===== config.mk =====
export PLATFORM = sky130hd
export DESIGN_NAME = thermo_serial_port
export DESIGN_NICKNAME = d
export VERILOG_FILES = /design/src/verilog/thermo_pkg.sv /design/src/verilog/sync_two_flop.sv /design/src/verilog/conversion_sequencer.sv /design/src/verilog/thermo_serial_port.sv
export VERILOG_INCLUDE_DIRS = /design/src /design/src/verilog
export SDC_FILE = /design/constraint.sdc
export NUM_CORES = 1
export LEC_CHECK = 0
export BUFFER_PORTS_ARGS = -buffer_cell sky130_fd_sc_hd__buf_2
export CORE_MARGIN = 4
export CORE_UTILIZATION = 45
export CTS_BUF_LIST = sky130_fd_sc_hd__clkbuf_8
export DETAILED_ROUTE_END_ITERATION = 12
export SLEW_MARGIN = 20
export SYNTH_ARGS = -nofsm -noshare
export SYNTH_HDL_FRONTEND = slang
export SYNTH_HIERARCHICAL = 1
export SYNTH_SLANG_ARGS = --single-unit

===== constraint.sdc =====
create_clock -name clk_i -period 4.1 [get_ports clk_i]
set_clock_uncertainty 0.05 [all_clocks]
set_input_delay 0.615 -clock clk_i [delete_from_list [all_inputs] [get_ports clk_i]]
set_output_delay 0.615 -clock clk_i [all_outputs]
set_load 0.05 [all_outputs]

===== src/verilog/thermo_defines.svh =====
/*
 * Constants of the thermometer serial port: register addresses, field
 * positions, reset values and conversion timing.
 * Assumes inclusion by bare name and a 50 MHz system clock.
 */
`ifndef THERMO_DEFINES_SVH
`define THERMO_DEFINES_SVH

// Register addresses
`define ADDR_CFG_RD 8'h00
`define ADDR_TEMP_LO 8'h01
`define ADDR_TEMP_HI 8'h02
`define ADDR_CFG_WR 8'h80
`define ADDR_LAST_LOW 7'h02
`define ADDR_DIR_BIT 7

// Configuration fields
`define CFG_FIXED 3'b111
`define CFG_ONESHOT_BIT 4
`define CFG_RES_MSB 3
`define CFG_RES_LSB 1
`define CFG_SHUTDOWN_BIT 0
`define CFG_RES_RESET 3'b001
`define CFG_SHUTDOWN_RESET 1'b1
`define CFG_ONESHOT_RESET 1'b0

// Serial framing
`define BIT_LAST 3'h7

// Conversion timing, longest times in ms, rounded down to cycles
`define CLK_PERIOD_NS 20
`define NS_PER_MS 1000000
`define CONV_MS_8 75
`define CONV_MS_9 150
`define CONV_MS_10 300
`define CONV_MS_11 600
`define CONV_MS_12 1200
`define CONV_CYC(ms) (((ms) * `NS_PER_MS) / `CLK_PERIOD_NS)

`endif


===== src/verilog/thermo_pkg.sv =====
/*
 * Types shared by the thermometer serial port and its conversion sequencer.
 * Assumes nothing of its surroundings.
 */
package thermo_pkg;
  typedef logic [7:0] byte_t;
  typedef logic [11:0] sample_t;
  typedef logic [25:0] conv_cnt_t;
  typedef enum logic [3:0] {
    ST_IDLE = 4'b0001,
    ST_ADDR = 4'b0010,
    ST_WRITE = 4'b0100,
    ST_READ = 4'b1000
  } port_state_t;
endpackage


===== src/verilog/sync_two_flop.sv =====
/*
 * Two-flop synchroniser for pins arriving from outside the clock domain.
 * Assumes a synchronous-release active-low reset from the top module.
 */
`timescale 1ns/100ps

module sync_two_flop #(
  parameter int WIDTH = 1
) (
  input wire logic clk_i,
  input wire logic rst_n_i,
  input wire logic [WIDTH-1:0] async_i,
  output logic [WIDTH-1:0] sync_o
);
  logic [WIDTH-1:0] meta_r;

  // First stage feeds only the second stage
  always_ff @(posedge clk_i or negedge rst_n_i) begin
    if (!rst_n_i) begin
      meta_r <= '0;
      sync_o <= '0;
    end else begin
      meta_r <= async_i;
      sync_o <= meta_r;
    end
  end
endmodule


===== src/verilog/conversion_sequencer.sv =====
/*
 * Conversion sequencer: runs timed conversions in continuous or one-shot
 * mode and stores masked results in the temperature bytes.
 * Assumes the sample input is stable in the system clock domain.
 */
`timescale 1ns/100ps
`include "thermo_defines.svh"

module conversion_sequencer #(
  parameter thermo_pkg::conv_cnt_t CYC_8 = thermo_pkg::conv_cnt_t'(16),
  parameter thermo_pkg::conv_cnt_t CYC_9 = thermo_pkg::conv_cnt_t'(32),
  parameter thermo_pkg::conv_cnt_t CYC_10 = thermo_pkg::conv_cnt_t'(64),
  parameter thermo_pkg::conv_cnt_t CYC_11 = thermo_pkg::conv_cnt_t'(128),
  parameter thermo_pkg::conv_cnt_t CYC_12 = thermo_pkg::conv_cnt_t'(256)
) (
  input wire logic clk_i,
  input wire logic rst_n_i,
  input wire logic shutdown_i,
  input wire logic oneshot_req_i,
  input wire logic [2:0] resolution_i,
  input wire thermo_pkg::sample_t temp_sample_i,
  output thermo_pkg::byte_t temp_low_o,
  output thermo_pkg::byte_t temp_high_o,
  output logic oneshot_busy_o,
  output logic converting_o
);
  import thermo_pkg::*;

  logic running_r;
  logic os_run_r;
  logic [2:0] res_r;
  conv_cnt_t cnt_r;
  conv_cnt_t limit_r;
  logic start;
  logic done;
  sample_t keep_mask;

  // Cycle budget for the chosen width; any top-bit code means 12 bits
  function automatic conv_cnt_t conv_limit(input logic [2:0] res);
    unique casez (res)
      3'b000: conv_limit = CYC_8;
      3'b001: conv_limit = CYC_9;
      3'b010: conv_limit = CYC_10;
      3'b011: conv_limit = CYC_11;
      default: conv_limit = CYC_12;
    endcase
  endfunction

  // Clears the fraction bits that the width does not resolve
  function automatic sample_t frac_mask(input logic [2:0] res);
    if (res[2]) begin
      frac_mask = 12'hFFF;
    end else begin
      frac_mask = 12'hFFF << (3'd3 - {1'b0, res[1:0]} + 3'd1);
    end
  endfunction

  assign start = !running_r && (!shutdown_i || oneshot_busy_o);
  assign done = running_r && (cnt_r == limit_r - conv_cnt_t'(1));
  assign converting_o = running_r;

  // Mask kept in a net, since a function result cannot be part-selected
  assign keep_mask = frac_mask(res_r);

  // Never aborted: a shutdown request waits for the running result
  always_ff @(posedge clk_i or negedge rst_n_i) begin
    if (!rst_n_i) begin
      running_r <= 1'b0;
      os_run_r <= 1'b0;
      res_r <= `CFG_RES_RESET;
      cnt_r <= '0;
      limit_r <= '0;
    end else if (start) begin
      running_r <= 1'b1;
      os_run_r <= shutdown_i || oneshot_busy_o;
      res_r <= resolution_i;
      cnt_r <= '0;
      limit_r <= conv_limit(resolution_i);
    end else if (done) begin
      running_r <= 1'b0;
      os_run_r <= 1'b0;
    end else if (running_r) begin
      cnt_r <= cnt_r + conv_cnt_t'(1);
    end
  end

  // Pending one-shot; a new request wins over the completion clear
  always_ff @(posedge clk_i or negedge rst_n_i) begin
    if (!rst_n_i) begin
      oneshot_busy_o <= `CFG_ONESHOT_RESET;
    end else if (oneshot_req_i) begin
      oneshot_busy_o <= 1'b1;
    end else if (done && os_run_r) begin
      oneshot_busy_o <= 1'b0;
    end
  end

  // Result bytes: integer and sign high, fraction in upper low nibble
  always_ff @(posedge clk_i or negedge rst_n_i) begin
    if (!rst_n_i) begin
      temp_low_o <= 8'h00;
      temp_high_o <= 8'h00;
    end else if (done) begin
      temp_high_o <= temp_sample_i[11:4];
      temp_low_o <= {temp_sample_i[3:0] & keep_mask[3:0], 4'h0};
    end
  end

  chk_result_masked: assert property (@(posedge clk_i) disable iff (!rst_n_i)
    done && res_r == 3'b000 |=> temp_low_o == 8'h00)
    else $error("fraction not cleared at 8-bit width");

  chk_oneshot_clears: assert property (@(posedge clk_i) disable iff (!rst_n_i)
    done && os_run_r && !oneshot_req_i |=> !oneshot_busy_o && !running_r)
    else $error("one-shot bit not cleared on completion");
endmodule


===== src/verilog/thermo_serial_port.sv =====
/*
 * Serial register port of a digital thermometer: four-wire or three-wire
 * slave with configuration and temperature bytes, plus conversion control.
 * Assumes the link pins are asynchronous to clk_i and the shift clock runs
 * well below a quarter of the system clock; the temperature sample comes
 * from a converter on clk_i.
 */
`timescale 1ns/100ps
`include "thermo_defines.svh"

module thermo_serial_port #(
  parameter thermo_pkg::conv_cnt_t CONV_CYC_8 =
    thermo_pkg::conv_cnt_t'(`CONV_CYC(`CONV_MS_8)),
  parameter thermo_pkg::conv_cnt_t CONV_CYC_9 =
    thermo_pkg::conv_cnt_t'(`CONV_CYC(`CONV_MS_9)),
  parameter thermo_pkg::conv_cnt_t CONV_CYC_10 =
    thermo_pkg::conv_cnt_t'(`CONV_CYC(`CONV_MS_10)),
  parameter thermo_pkg::conv_cnt_t CONV_CYC_11 =
    thermo_pkg::conv_cnt_t'(`CONV_CYC(`CONV_MS_11)),
  parameter thermo_pkg::conv_cnt_t CONV_CYC_12 =
    thermo_pkg::conv_cnt_t'(`CONV_CYC(`CONV_MS_12))
) (
  input wire logic clk_i,
  input wire logic resetn_i,
  input wire logic interface_select_i,
  input wire logic xfer_enable_i,
  input wire logic shift_clock_i,
  input wire logic serial_in_line_i,
  output logic serial_out_line_o,
  output logic serial_out_oe_n_o,
  input wire thermo_pkg::sample_t temp_sample_i,
  output logic converting_o
);
  import thermo_pkg::*;

  ////////////////////////////////////////////////////////////////////////////
  // Declarations
  ////////////////////////////////////////////////////////////////////////////

  logic [1:0] rst_sync_r;
  logic rst_n;
  logic sel_s;
  logic ce_s;
  logic sclk_s;
  logic din_s;
  logic ce_d_r;
  logic sclk_d_r;
  logic ce_rise;
  logic sclk_rise;
  logic sclk_fall;
  logic four_wire_r;
  logic idle_pol_r;
  logic sample_edge;
  logic launch_edge;
  port_state_t state_r;
  port_state_t state_nxt;
  logic [2:0] bit_cnt_r;
  byte_t in_sh_r;
  byte_t in_byte;
  logic byte_done;
  byte_t addr_r;
  byte_t out_sh_r;
  logic oneshot_busy;
  logic shutdown_r;
  logic [2:0] res_r;
  byte_t cfg_view;
  byte_t temp_lo;
  byte_t temp_hi;
  logic cfg_write;
  logic oneshot_req;

  ////////////////////////////////////////////////////////////////////////////
  // Functions
  ////////////////////////////////////////////////////////////////////////////

  // Next pointer within the same direction, wrapping after the last byte
  function automatic byte_t next_addr(input byte_t a);
    if (a[6:0] >= `ADDR_LAST_LOW) begin
      next_addr = {a[`ADDR_DIR_BIT], 7'h00};
    end else begin
      next_addr = a + 8'h01;
    end
  endfunction

  // Read map; write addresses and unmapped codes read zero
  function automatic byte_t reg_read(input byte_t a, input byte_t cfg,
                                     input byte_t lo, input byte_t hi);
    case (a)
      `ADDR_CFG_RD: reg_read = cfg;
      `ADDR_TEMP_LO: reg_read = lo;
      `ADDR_TEMP_HI: reg_read = hi;
      default: reg_read = 8'h00;
    endcase
  endfunction

  ////////////////////////////////////////////////////////////////////////////
  // Reset release and pin synchronisation
  ////////////////////////////////////////////////////////////////////////////

  // Asserted at once, released two edges later
  always_ff @(posedge clk_i or negedge resetn_i) begin
    if (!resetn_i) begin
      rst_sync_r <= 2'b00;
    end else begin
      rst_sync_r <= {rst_sync_r[0], 1'b1};
    end
  end

  assign rst_n = rst_sync_r[1];

  // All link pins share one synchroniser so their edges stay aligned
  sync_two_flop #(
    .WIDTH(4)
  ) u_pin_sync (
    .clk_i(clk_i),
    .rst_n_i(rst_n),
    .async_i({interface_select_i, xfer_enable_i, shift_clock_i, serial_in_line_i}),
    .sync_o({sel_s, ce_s, sclk_s, din_s})
  );

  // Delayed copies for edge finding
  always_ff @(posedge clk_i or negedge rst_n) begin
    if (!rst_n) begin
      ce_d_r <= 1'b0;
      sclk_d_r <= 1'b0;
    end else begin
      ce_d_r <= ce_s;
      sclk_d_r <= sclk_s;
    end
  end

  assign ce_rise = ce_s && !ce_d_r;
  assign sclk_rise = sclk_s && !sclk_d_r;
  assign sclk_fall = !sclk_s && sclk_d_r;

  ////////////////////////////////////////////////////////////////////////////
  // Frame setup: link type and idle clock level
  ////////////////////////////////////////////////////////////////////////////

  // Caught per frame so a strap change cannot split a transaction
  always_ff @(posedge clk_i or negedge rst_n) begin
    if (!rst_n) begin
      four_wire_r <= 1'b1;
      idle_pol_r <= 1'b0;
    end else if (ce_rise && state_r == ST_IDLE) begin
      four_wire_r <= sel_s;
      idle_pol_r <= sclk_s;
    end
  end

  // Four-wire: strobe is the return to idle; three-wire: fixed edges
  assign sample_edge = ce_s && (state_r != ST_IDLE) &&
    (four_wire_r ? (idle_pol_r ? sclk_rise : sclk_fall) : sclk_rise);
  assign launch_edge = ce_s && (state_r == ST_READ) &&
    (four_wire_r ? (idle_pol_r ? sclk_fall : sclk_rise) : sclk_fall);

  ////////////////////////////////////////////////////////////////////////////
  // Receive shifter
  ////////////////////////////////////////////////////////////////////////////

  // MSB first on four-wire, LSB first on three-wire
  assign in_byte = four_wire_r ? {in_sh_r[6:0], din_s} : {din_s, in_sh_r[7:1]};
  assign byte_done = sample_edge && (bit_cnt_r == `BIT_LAST);

  // Bit count and partial byte, cleared whenever the enable is low
  always_ff @(posedge clk_i or negedge rst_n) begin
    if (!rst_n) begin
      bit_cnt_r <= 3'h0;
      in_sh_r <= 8'h00;
    end else if (!ce_s) begin
      bit_cnt_r <= 3'h0;
      in_sh_r <= 8'h00;
    end else if (sample_edge) begin
      bit_cnt_r <= bit_cnt_r + 3'h1;
      in_sh_r <= in_byte;
    end
  end

  ////////////////////////////////////////////////////////////////////////////
  // Transaction state
  ////////////////////////////////////////////////////////////////////////////

  // Address byte first, then a run of reads or writes
  always_comb begin
    state_nxt = state_r;
    unique case (state_r)
      ST_IDLE: begin
        if (ce_rise) begin
          state_nxt = ST_ADDR;
        end
      end
      ST_ADDR: begin
        if (byte_done) begin
          state_nxt = in_byte[`ADDR_DIR_BIT] ? ST_WRITE : ST_READ;
        end
      end
      ST_WRITE: state_nxt = ST_WRITE;
      ST_READ: state_nxt = ST_READ;
      default: state_nxt = ST_IDLE;
    endcase
    if (!ce_s) begin
      state_nxt = ST_IDLE;
    end
  end

  always_ff @(posedge clk_i or negedge rst_n) begin
    if (!rst_n) begin
      state_r <= ST_IDLE;
    end else begin
      state_r <= state_nxt;
    end
  end

  // Register pointer: loaded by the address, stepped by each data byte
  always_ff @(posedge clk_i or negedge rst_n) begin
    if (!rst_n) begin
      addr_r <= 8'h00;
    end else if (byte_done && state_r == ST_ADDR) begin
      addr_r <= in_byte;
    end else if (byte_done) begin
      addr_r <= next_addr(addr_r);
    end
  end

  ////////////////////////////////////////////////////////////////////////////
  // Configuration register
  ////////////////////////////////////////////////////////////////////////////

  // Only 80h writes; 81h and 82h have no target and fall through
  assign cfg_write = byte_done && (state_r == ST_WRITE) &&
    (addr_r == `ADDR_CFG_WR);

  // One-shot honoured only when already in shutdown
  assign oneshot_req = cfg_write && in_byte[`CFG_ONESHOT_BIT] && shutdown_r;

  // Volatile fields, defaults restored on every reset
  always_ff @(posedge clk_i or negedge rst_n) begin
    if (!rst_n) begin
      res_r <= `CFG_RES_RESET;
      shutdown_r <= `CFG_SHUTDOWN_RESET;
    end else if (cfg_write) begin
      res_r <= in_byte[`CFG_RES_MSB:`CFG_RES_LSB];
      shutdown_r <= in_byte[`CFG_SHUTDOWN_BIT];
    end
  end

  // Fixed ones ignore writes; one-shot reads its live pending state
  assign cfg_view = {`CFG_FIXED, oneshot_busy, res_r, shutdown_r};

  ////////////////////////////////////////////////////////////////////////////
  // Conversion control
  ////////////////////////////////////////////////////////////////////////////

  // Runs independently of the port, so reads never disturb a conversion
  conversion_sequencer #(
    .CYC_8(CONV_CYC_8),
    .CYC_9(CONV_CYC_9),
    .CYC_10(CONV_CYC_10),
    .CYC_11(CONV_CYC_11),
    .CYC_12(CONV_CYC_12)
  ) u_conv (
    .clk_i(clk_i),
    .rst_n_i(rst_n),
    .shutdown_i(shutdown_r),
    .oneshot_req_i(oneshot_req),
    .resolution_i(res_r),
    .temp_sample_i(temp_sample_i),
    .temp_low_o(temp_lo),
    .temp_high_o(temp_hi),
    .oneshot_busy_o(oneshot_busy),
    .converting_o(converting_o)
  );

  ////////////////////////////////////////////////////////////////////////////
  // Transmit shifter and data line driver
  ////////////////////////////////////////////////////////////////////////////

  // Whole byte loaded at the address and each read byte boundary so output starts only when ready
  always_ff @(posedge clk_i or negedge rst_n) begin
    if (!rst_n) begin
      out_sh_r <= 8'h00;
    end else if (byte_done && state_r == ST_ADDR) begin
      out_sh_r <= reg_read(in_byte, cfg_view, temp_lo, temp_hi);
    end else if (byte_done && state_r == ST_READ) begin
      out_sh_r <= reg_read(next_addr(addr_r), cfg_view, temp_lo, temp_hi);
    end else if (launch_edge) begin
      out_sh_r <= four_wire_r ? {out_sh_r[6:0], 1'b0} : {1'b0, out_sh_r[7:1]};
    end
  end

  // Driver on only after the first launch edge of read data
  always_ff @(posedge clk_i or negedge rst_n) begin
    if (!rst_n) begin
      serial_out_line_o <= 1'b1;
      serial_out_oe_n_o <= 1'b1;
    end else if (!ce_s || state_r != ST_READ) begin
      serial_out_oe_n_o <= 1'b1;
    end else if (launch_edge) begin
      serial_out_line_o <= four_wire_r ? out_sh_r[7] : out_sh_r[0];
      serial_out_oe_n_o <= 1'b0;
    end
  end

  ////////////////////////////////////////////////////////////////////////////
  // Checks
  ////////////////////////////////////////////////////////////////////////////

  chk_released_idle: assert property (@(posedge clk_i) disable iff (!rst_n)
    !ce_s |=> serial_out_oe_n_o && state_r == ST_IDLE && bit_cnt_r == 3'h0)
    else $error("port not reset while enable low");

  chk_no_drive_write: assert property (@(posedge clk_i) disable iff (!rst_n)
    (state_r == ST_WRITE || state_r == ST_ADDR) |-> serial_out_oe_n_o)
    else $error("data line driven outside read data");

  chk_idle_polarity: assert property (@(posedge clk_i) disable iff (!rst_n)
    ce_rise && state_r == ST_IDLE |=> idle_pol_r == $past(sclk_s) && four_wire_r == $past(sel_s))
    else $error("idle polarity or link type not captured");

  chk_addr_direction: assert property (@(posedge clk_i) disable iff (!rst_n)
    byte_done && state_r == ST_ADDR && ce_s
      |=> state_r == ($past(in_byte[`ADDR_DIR_BIT]) ? ST_WRITE : ST_READ))
    else $error("address top bit did not pick direction");

  chk_ptr_wrap: assert property (@(posedge clk_i) disable iff (!rst_n)
    byte_done && state_r == ST_READ && addr_r == `ADDR_TEMP_HI |=> addr_r == `ADDR_CFG_RD)
    else $error("read pointer did not wrap");

  chk_oneshot_ignored: assert property (@(posedge clk_i) disable iff (!rst_n)
    cfg_write && !shutdown_r |-> !oneshot_req ##1 !oneshot_busy || $past(oneshot_busy))
    else $error("one-shot accepted in continuous mode");

  chk_cfg_write: assert property (@(posedge clk_i) disable iff (!rst_n)
    cfg_write |=> res_r == $past(in_byte[3:1]) && shutdown_r == $past(in_byte[0])
      && cfg_view[7:5] == 3'b111)
    else $error("configuration write not stored");

  chk_launch_bit: assert property (@(posedge clk_i) disable iff (!rst_n)
    launch_edge && ce_s |=> serial_out_line_o ==
      ($past(four_wire_r) ? $past(out_sh_r[7]) : $past(out_sh_r[0])) && !serial_out_oe_n_o)
    else $error("wrong bit order on output");
endmodule


After elaboration in Yosys (flattened, before gate mapping)
Index checks and enable logic that the tools add are counted.
{"block": "word_totals", "ff_bits": 121, "inputBits": 18, "word_cells": 131}
{"block": "op_classes", "add_sub_neg": 6, "n_lt_le_gt_ge": 1, "eq_ne": 20, "shift": 1, "n_mux": 38, "bitwise": 2, "n_reduce_logical": 39}
{"op": "case mux 26 bit (4 select lines)", "count": 1}
{"op": "two-way mux 8 bit", "count": 12}
{"op": "two-way mux 26 bit", "count": 3}
{"op": "case mux 8 bit (3 select lines)", "count": 2}
{"op": "adder 26 x 1 -> 26 bit (second input constant)", "count": 1}
{"op": "== test 26 bit", "count": 1}
{"op": "subtractor 26 x 1 -> 26 bit (second input constant)", "count": 1}
{"op": "two-way mux 4 bit", "count": 5}
{"op": "logical AND 1 bit", "count": 18}
{"op": "== test 8 x 1 -> 1 bit (second input constant)", "count": 2}
{"op": "== test 8 x 2 -> 1 bit (second input constant)", "count": 2}
{"op": "zero test 8 bit", "count": 2}
{"op": "case mux 4 bit (4 select lines)", "count": 1}
{"op": "two-way mux 1 bit", "count": 12}
{"op": "left shift 12 x 3 -> 4 bit (first input constant)", "count": 1}
{"op": "nonzero test 2 bit", "count": 5}
{"op": "adder 8 x 1 -> 8 bit (second input constant)", "count": 1}
{"op": "== test 8 bit (second input constant)", "count": 1}
{"op": ">= comparator 7 x 2 -> 1 bit (second input constant)", "count": 1}
{"op": "adder 3 x 1 -> 3 bit (second input constant)", "count": 2}
{"op": "== test 3 x 2 -> 1 bit (second input constant)", "count": 2}
{"op": "zero test 1 bit", "count": 6}
{"op": "two-way mux 3 bit", "count": 2}
{"op": "!= test 3 bit (second input constant)", "count": 2}
{"op": "other kinds (17)", "count": 21}

Depth between registers and ports, before layout
{"block": "logic_depth", "depth_word": 13, "ltp_mapped": 14}

Hierarchy
Netlist, hierarchy kept.
{"module": "conversion_sequencer", "n_inst": 1, "cells_per_inst": 364, "area_each_um2": 3499.6}
{"module": "thermo_serial_port", "n_inst": 1, "cells_per_inst": 275, "area_each_um2": 2743.9}
{"module": "sync_two_flop", "n_inst": 1, "cells_per_inst": 8, "area_each_um2": 200.2}

Least setup slack after synthesis
Ideal clock, no wire load.
{"block": "synth_path", "kind": "register to register", "start": "reg u_conv.limit_r[11]", "end": "reg u_conv.temp_low_o[5]", "setup_ps": 125, "t_arrival_ps": 2749, "required_ps": 3925, "path_slack_ps": 1176, "stages_incl_launch_ff": 14, "n_path_buf": 3, "synth_period_minus_slack_ps": 2924, "path_cell_list": "dfrtp_1 > buf_6 > inv_1 > ha_1 > nor3b_2 > buf_4 > a21oi_1 > or4_4 > nand2_1 > nand3_1 > nor4_2 > and2_1 > buf_4 > mux2_2"}
{"block": "synth_via", "elab_chain_len": 3}
{"element": "start: declaration", "line": "conversion_sequencer.sv:33", "text": "conv_cnt_t limit_r;"}
{"element": "start signal: assignment", "line": "conversion_sequencer.sv:78", "text": "limit_r <= conv_limit(resolution_i);"}
{"element": "subtractor 26 x 1 -> 26 bit", "line": "conversion_sequencer.sv:59", "text": "assign done = running_r && (cnt_r == limit_r - conv_cnt_t'(1));"}
{"element": "== test 26 bit", "line": "conversion_sequencer.sv:59"}
{"element": "logical AND 1 bit", "line": "conversion_sequencer.sv:59"}
{"element": "end signal: assignment", "line": "conversion_sequencer.sv:105", "text": "temp_low_o <= {temp_sample_i[3:0] & keep_mask[3:0], 4'h0};"}
{"element": "end: declaration", "line": "conversion_sequencer.sv:22", "text": "output thermo_pkg::byte_t temp_low_o,"}
Every way passes these cells.
A chain may end at the register's enable or synchronous reset.

Worst setup path in the final report
{"block": "layout_path", "start": "reg u_conv.limit_r[11]", "end": "reg u_conv.cnt_r[16]"}
{"block": "layout_via", "elab_chain_len": 5}
{"element": "subtractor 26 x 1 -> 26 bit", "line": "conversion_sequencer.sv:59"}
{"element": "== test 26 bit", "line": "conversion_sequencer.sv:59"}
{"element": "logical AND 1 bit", "line": "conversion_sequencer.sv:59"}
{"element": "!= test 2 x 1 -> 1 bit (no line)"}
{"element": "AND reduction 2 bit (no line)"}
{"element": "end signal: assignment", "line": "conversion_sequencer.sv:83", "text": "cnt_r <= cnt_r + conv_cnt_t'(1);"}
{"element": "end: declaration", "line": "conversion_sequencer.sv:32", "text": "conv_cnt_t cnt_r;"}
Every way passes these cells.

==> summary by stage <==
Detailed routing
In this run the remaining antenna-violating nets after routing total 0. The number of detailed-route iterations in the first pass is 5. Detailed routing placed a total of 961 um of wire on met3. The highest layer touched by signal routing is met4. For this block, the via count after detailed routing is 4964. The routed wire length is 15.4 mm.

The via density per instance is 5.88. After detailed routing, the average wire length per cell comes to 18.3 um. After detailed routing, the number of remaining DRC violations is 0. In the final routing, the length of wire on met1 measures 7.74 mm. For this block, the initial DRC count from the detailed router was 261.

The length of routed met2 wiring is 6.58 mm.

Timing
Setup violations remaining at the end of the flow were counted as 0. The clock period minus final worst setup slack is 3.51 ns. Dividing the final minimum period by the clock period gives 85.5%. The setup TNS is 0 ns.

The highest attainable clock frequency is 285 MHz. For the pin with the worst max-slew slack, the measured transition is 0.750 ns. Headroom to the max-slew limit came out at 48.6%. Setup repair after global routing left no endpoint under its margin.

The number of hold violations in the final report came to 0. The max-slew violation count is 0.

GRT
The number of global-route vias before repair is 4804. After global routing the overflow that remains totals 0. The global-route wire length before repair is 25.7 mm.

Across every metal layer, demand over resource in global routing totals 19.9%. The initial antenna violation count is 0. Entering global routing, the biggest net connects 41 pins.

Place
Input and output buffers added on the ports amount to 20. Detailed placement ended at an HPWL of 11.4 mm. The cell count after placement is 827. The final estimated routing congestion in global placement is 0.918.

Critical path
Data on the critical path is required at its endpoint by 4.36 ns. Across all register-to-register paths, the minimum setup slack is 0.59 ns. The critical-path maximum fanout is 14. The launch instance of the worst register-to-register path is u_conv/limit_r[11]. Data arrives at the worst endpoint at 3.77 ns. The most critical setup path has its startpoint at u_conv/limit_r[11]. The type of element launching the critical path is a flip-flop. The end point of the critical path is u_conv/cnt_r[16].

The number of cell instances on the worst register-to-register path is 11. The kind of critical path is flip-flop to flip-flop. The worst setup path is captured at a flip-flop. The endpoint identified for the worst register-to-register timing path is u_conv/cnt_r[16].

Clock network
The later pin in the worst-skew pair is clocked with a latency of 0.38 ns. The clock passes through at most 2 buffers. The clock-pin slew reported for the worst setup and hold paths after clock tree synthesis is 0.10 ns. The clock tree from TritonCTS is done. The H-tree was split into 3 levels.

CTS placed an instance of clkbuf_8 at the clock tree root. The tree built by TritonCTS fans out to 107 sinks. The number of clock buffers added by TritonCTS is 9.

Flow run
Across the run, the number of max-cap violations was 0.

Floorplanning
The height of the die is 128 um. The core area is 0.0139 mm^2. The die boundary width is 128 um. The number of top-level pins is 21.

The number of placement rows is 43. The starting density of the core is 46.2%. The full die area is 0.0163 mm^2.

Logic synthesis
Yosys mapped the design onto 82 distinct sky130hd cell types. The count of flip-flops with a built-in enable after synthesis is 0. The post-synthesis area per instance is 9.96 um^2. The async set-reset flop share out of synthesis is 100%. The most used flip-flop cell after synthesis is dfrtp_1.

The number of instances in the synthesized netlist is 647. The post-synthesis instance area is 0.00644 mm^2. The share of the Yosys chip area taken by registers is 41.7%.

Counting flops and latches in the post-synthesis netlist gives 107. The number of warnings reported in the yosys synthesis log is 6.

Pwr
For this design the ratio of total power to cell area is 272 mW/mm^2. The reported leakage power is 2.93 nW. Across the VDD grid, the largest voltage drop is 0.149 mV.

Final layout
The final non-filler cell total is 844. The growth of design area from synthesis to finish is 5.98%. The area used by multi-input combinational logic is 0.00350 mm^2. The filler cells instantiated in the layout total 1296.

The area occupied by registers is 0.00269 mm^2. The share of post-route cells with drive strength above 1 is 15.8%. The repair_antennas step left the layout with diodes totalling 0. At the end of the flow, the number of nets in the layout was 684.

Min path
The path class of the tightest hold or removal check is flip-flop to async pin.

Run status
The run finished with clean final reports.
==> worst min-delay path by stage <==
| stage | cells past startpoint | end | slack (ns) |
|---|---|---|---|
| global placement | 0 | u_conv/cnt_r[23] | 0.22 |
| CTS | 0 | u_conv/cnt_r[21] | 0.23 |
| detailed placement | 0 | u_conv/cnt_r[21] | 0.22 |
| finish | 0 | u_conv/cnt_r[21] | 0.22 |
| global route | 0 | u_conv/cnt_r[21] | 0.26 |
| floorplan | 0 | rst_sync_r[0] | 0.27 |
==> layout make-up <==
| cell class | count | area share (%) |
|---|---|---|
| Multi-Input combinational cell | 494 | 51.2 |
| Sequential cell | 107 | 39.4 |
| Tap cell | 180 | 3.30 |
| Timing Repair Buffer | 30 | 2.60 |
| Clock buffer | 10 | 2.02 |
| Inverter | 17 | 0.934 |
| Clock inverter | 6 | 0.513 |
==> cells in the final DEF (no fill, tap or decap), types with 6 or more instances in the layout <==
master / n
dfrtp_1: 99
nand2_1: 76
mux2i_1: 34
nor2_1: 33
nand3_1: 29
o21ai_0: 27
a21oi_1: 24
buf_2: 20
xnor2_1: 20
inv_1: 19
xor2_1: 17
and3_1: 14
o31ai_1: 14
or3_1: 12
o211ai_1: 11
nand2b_1: 10
nand4_1: 10
mux2_2: 10
clkbuf_8: 10
and2_1: 9
buf_4: 9
mux2_4: 8
nor3_1: 7
a22o_1: 7
ha_1: 7
dfstp_2: 7
o21ai_1: 7
nor2b_1: 6
==> critical path, cell delays in order (launching register included) <==
cell and delay [ns]:
dfrtp_1 0.50, inv_1 0.12, ha_1 0.25, nor3b_2 0.40, buf_4 0.22, nand4_1 0.09, xnor2_1 0.19, nor4b_1 0.48
nand4_4 0.22, o211ai_2 0.54, nand2b_1 0.20, mux2i_1 0.18
==> flip-flops by register name, indices dropped and copies added, names as in the netlist, 8 cells and up <==
| signal | cells |
|---|---|
| in_sh_r | 8 |
| u_conv/cnt_r | 26 |
| addr_r | 8 |
| out_sh_r | 8 |
| u_conv/temp_high_o | 8 |
| u_conv/limit_r | 12 |
==> metrics by stage <==
step / hold WS (ns) / power (mW) / cell area (um^2) / utilization (%) / worst slack [ns]
floorplan: 0.269 / 1.24 / 6450 / - / 0.861
global placement: 0.217 / 1.28 / 6650 / 47.7 / 0.727
detailed placement: 0.223 / 1.28 / 6650 / 47.7 / 0.610
CTS: 0.234 / 1.88 / 6830 / 49.0 / 0.584
global route: 0.257 / 1.94 / 6830 / 49.0 / 0.264
finish: 0.216 / 1.86 / 6830 / 49.0 / 0.593
==> what timing repair did <==
action	CTS	global route
resized for setup	0	0
hold buffers	1	0
hold endpoints to repair	2	0
setup buffers	0	0
==> Yosys cell counts, drive strengths merged (6+ instances only) <==
cell	instances	area, um^2
nand2b	10	62.6
xnor2	20	175
mux2i	36	377
and2	9	56.3
dfrtp	100	2500
o211ai	12	95.1
ha	7	87.6
a22o	7	61.3
nand2	77	305
a21oi	24	120
nand4	11	83.8
nor2	35	136
and3	14	87.6
nor2b	6	37.5
buf	20	169
dfstp	7	184
or3	13	82.6
nor3	10	71.3
o31ai	15	118
nand3	29	145
xor2	17	149
mux2	18	233
clkbuf	12	45.0
o21ai	34	170
nor4	9	108
inv	17	63.8
==> where the power goes <==
part / leakage, nW / switching, mW / internal (mW)
Sequential: 1.35 / 0.0220 / 1.08
Combinational: 1.49 / 0.0934 / 0.0690
Clock: 0.0986 / 0.363 / 0.234
Total: 2.93 / 0.478 / 1.38
==> per-layer routing <==
| metal | track usage [%] | vias up |
|---|---|---|
| met5 | 0 | - |
| met4 | 5.06 | 0 |
| met3 | 4.13 | 13 |
| met2 | 27.9 | 128 |
| met1 | 31.2 | 2447 |
| li1 | - | 2376 |
==> cell families after synthesis <==
logic type                 share of synthesized area (%)
and+or+nand+nor                                     22.2
xor gates and xnor gates                            5.03
muxes                                               9.46
AOI/OAI and AO/OA                                   15.9
other                                              0.117
buffers and inverters                               4.31
DFF                                                 41.7
adders and majority gates                           1.36
Power figures use the tool's default switching activity.
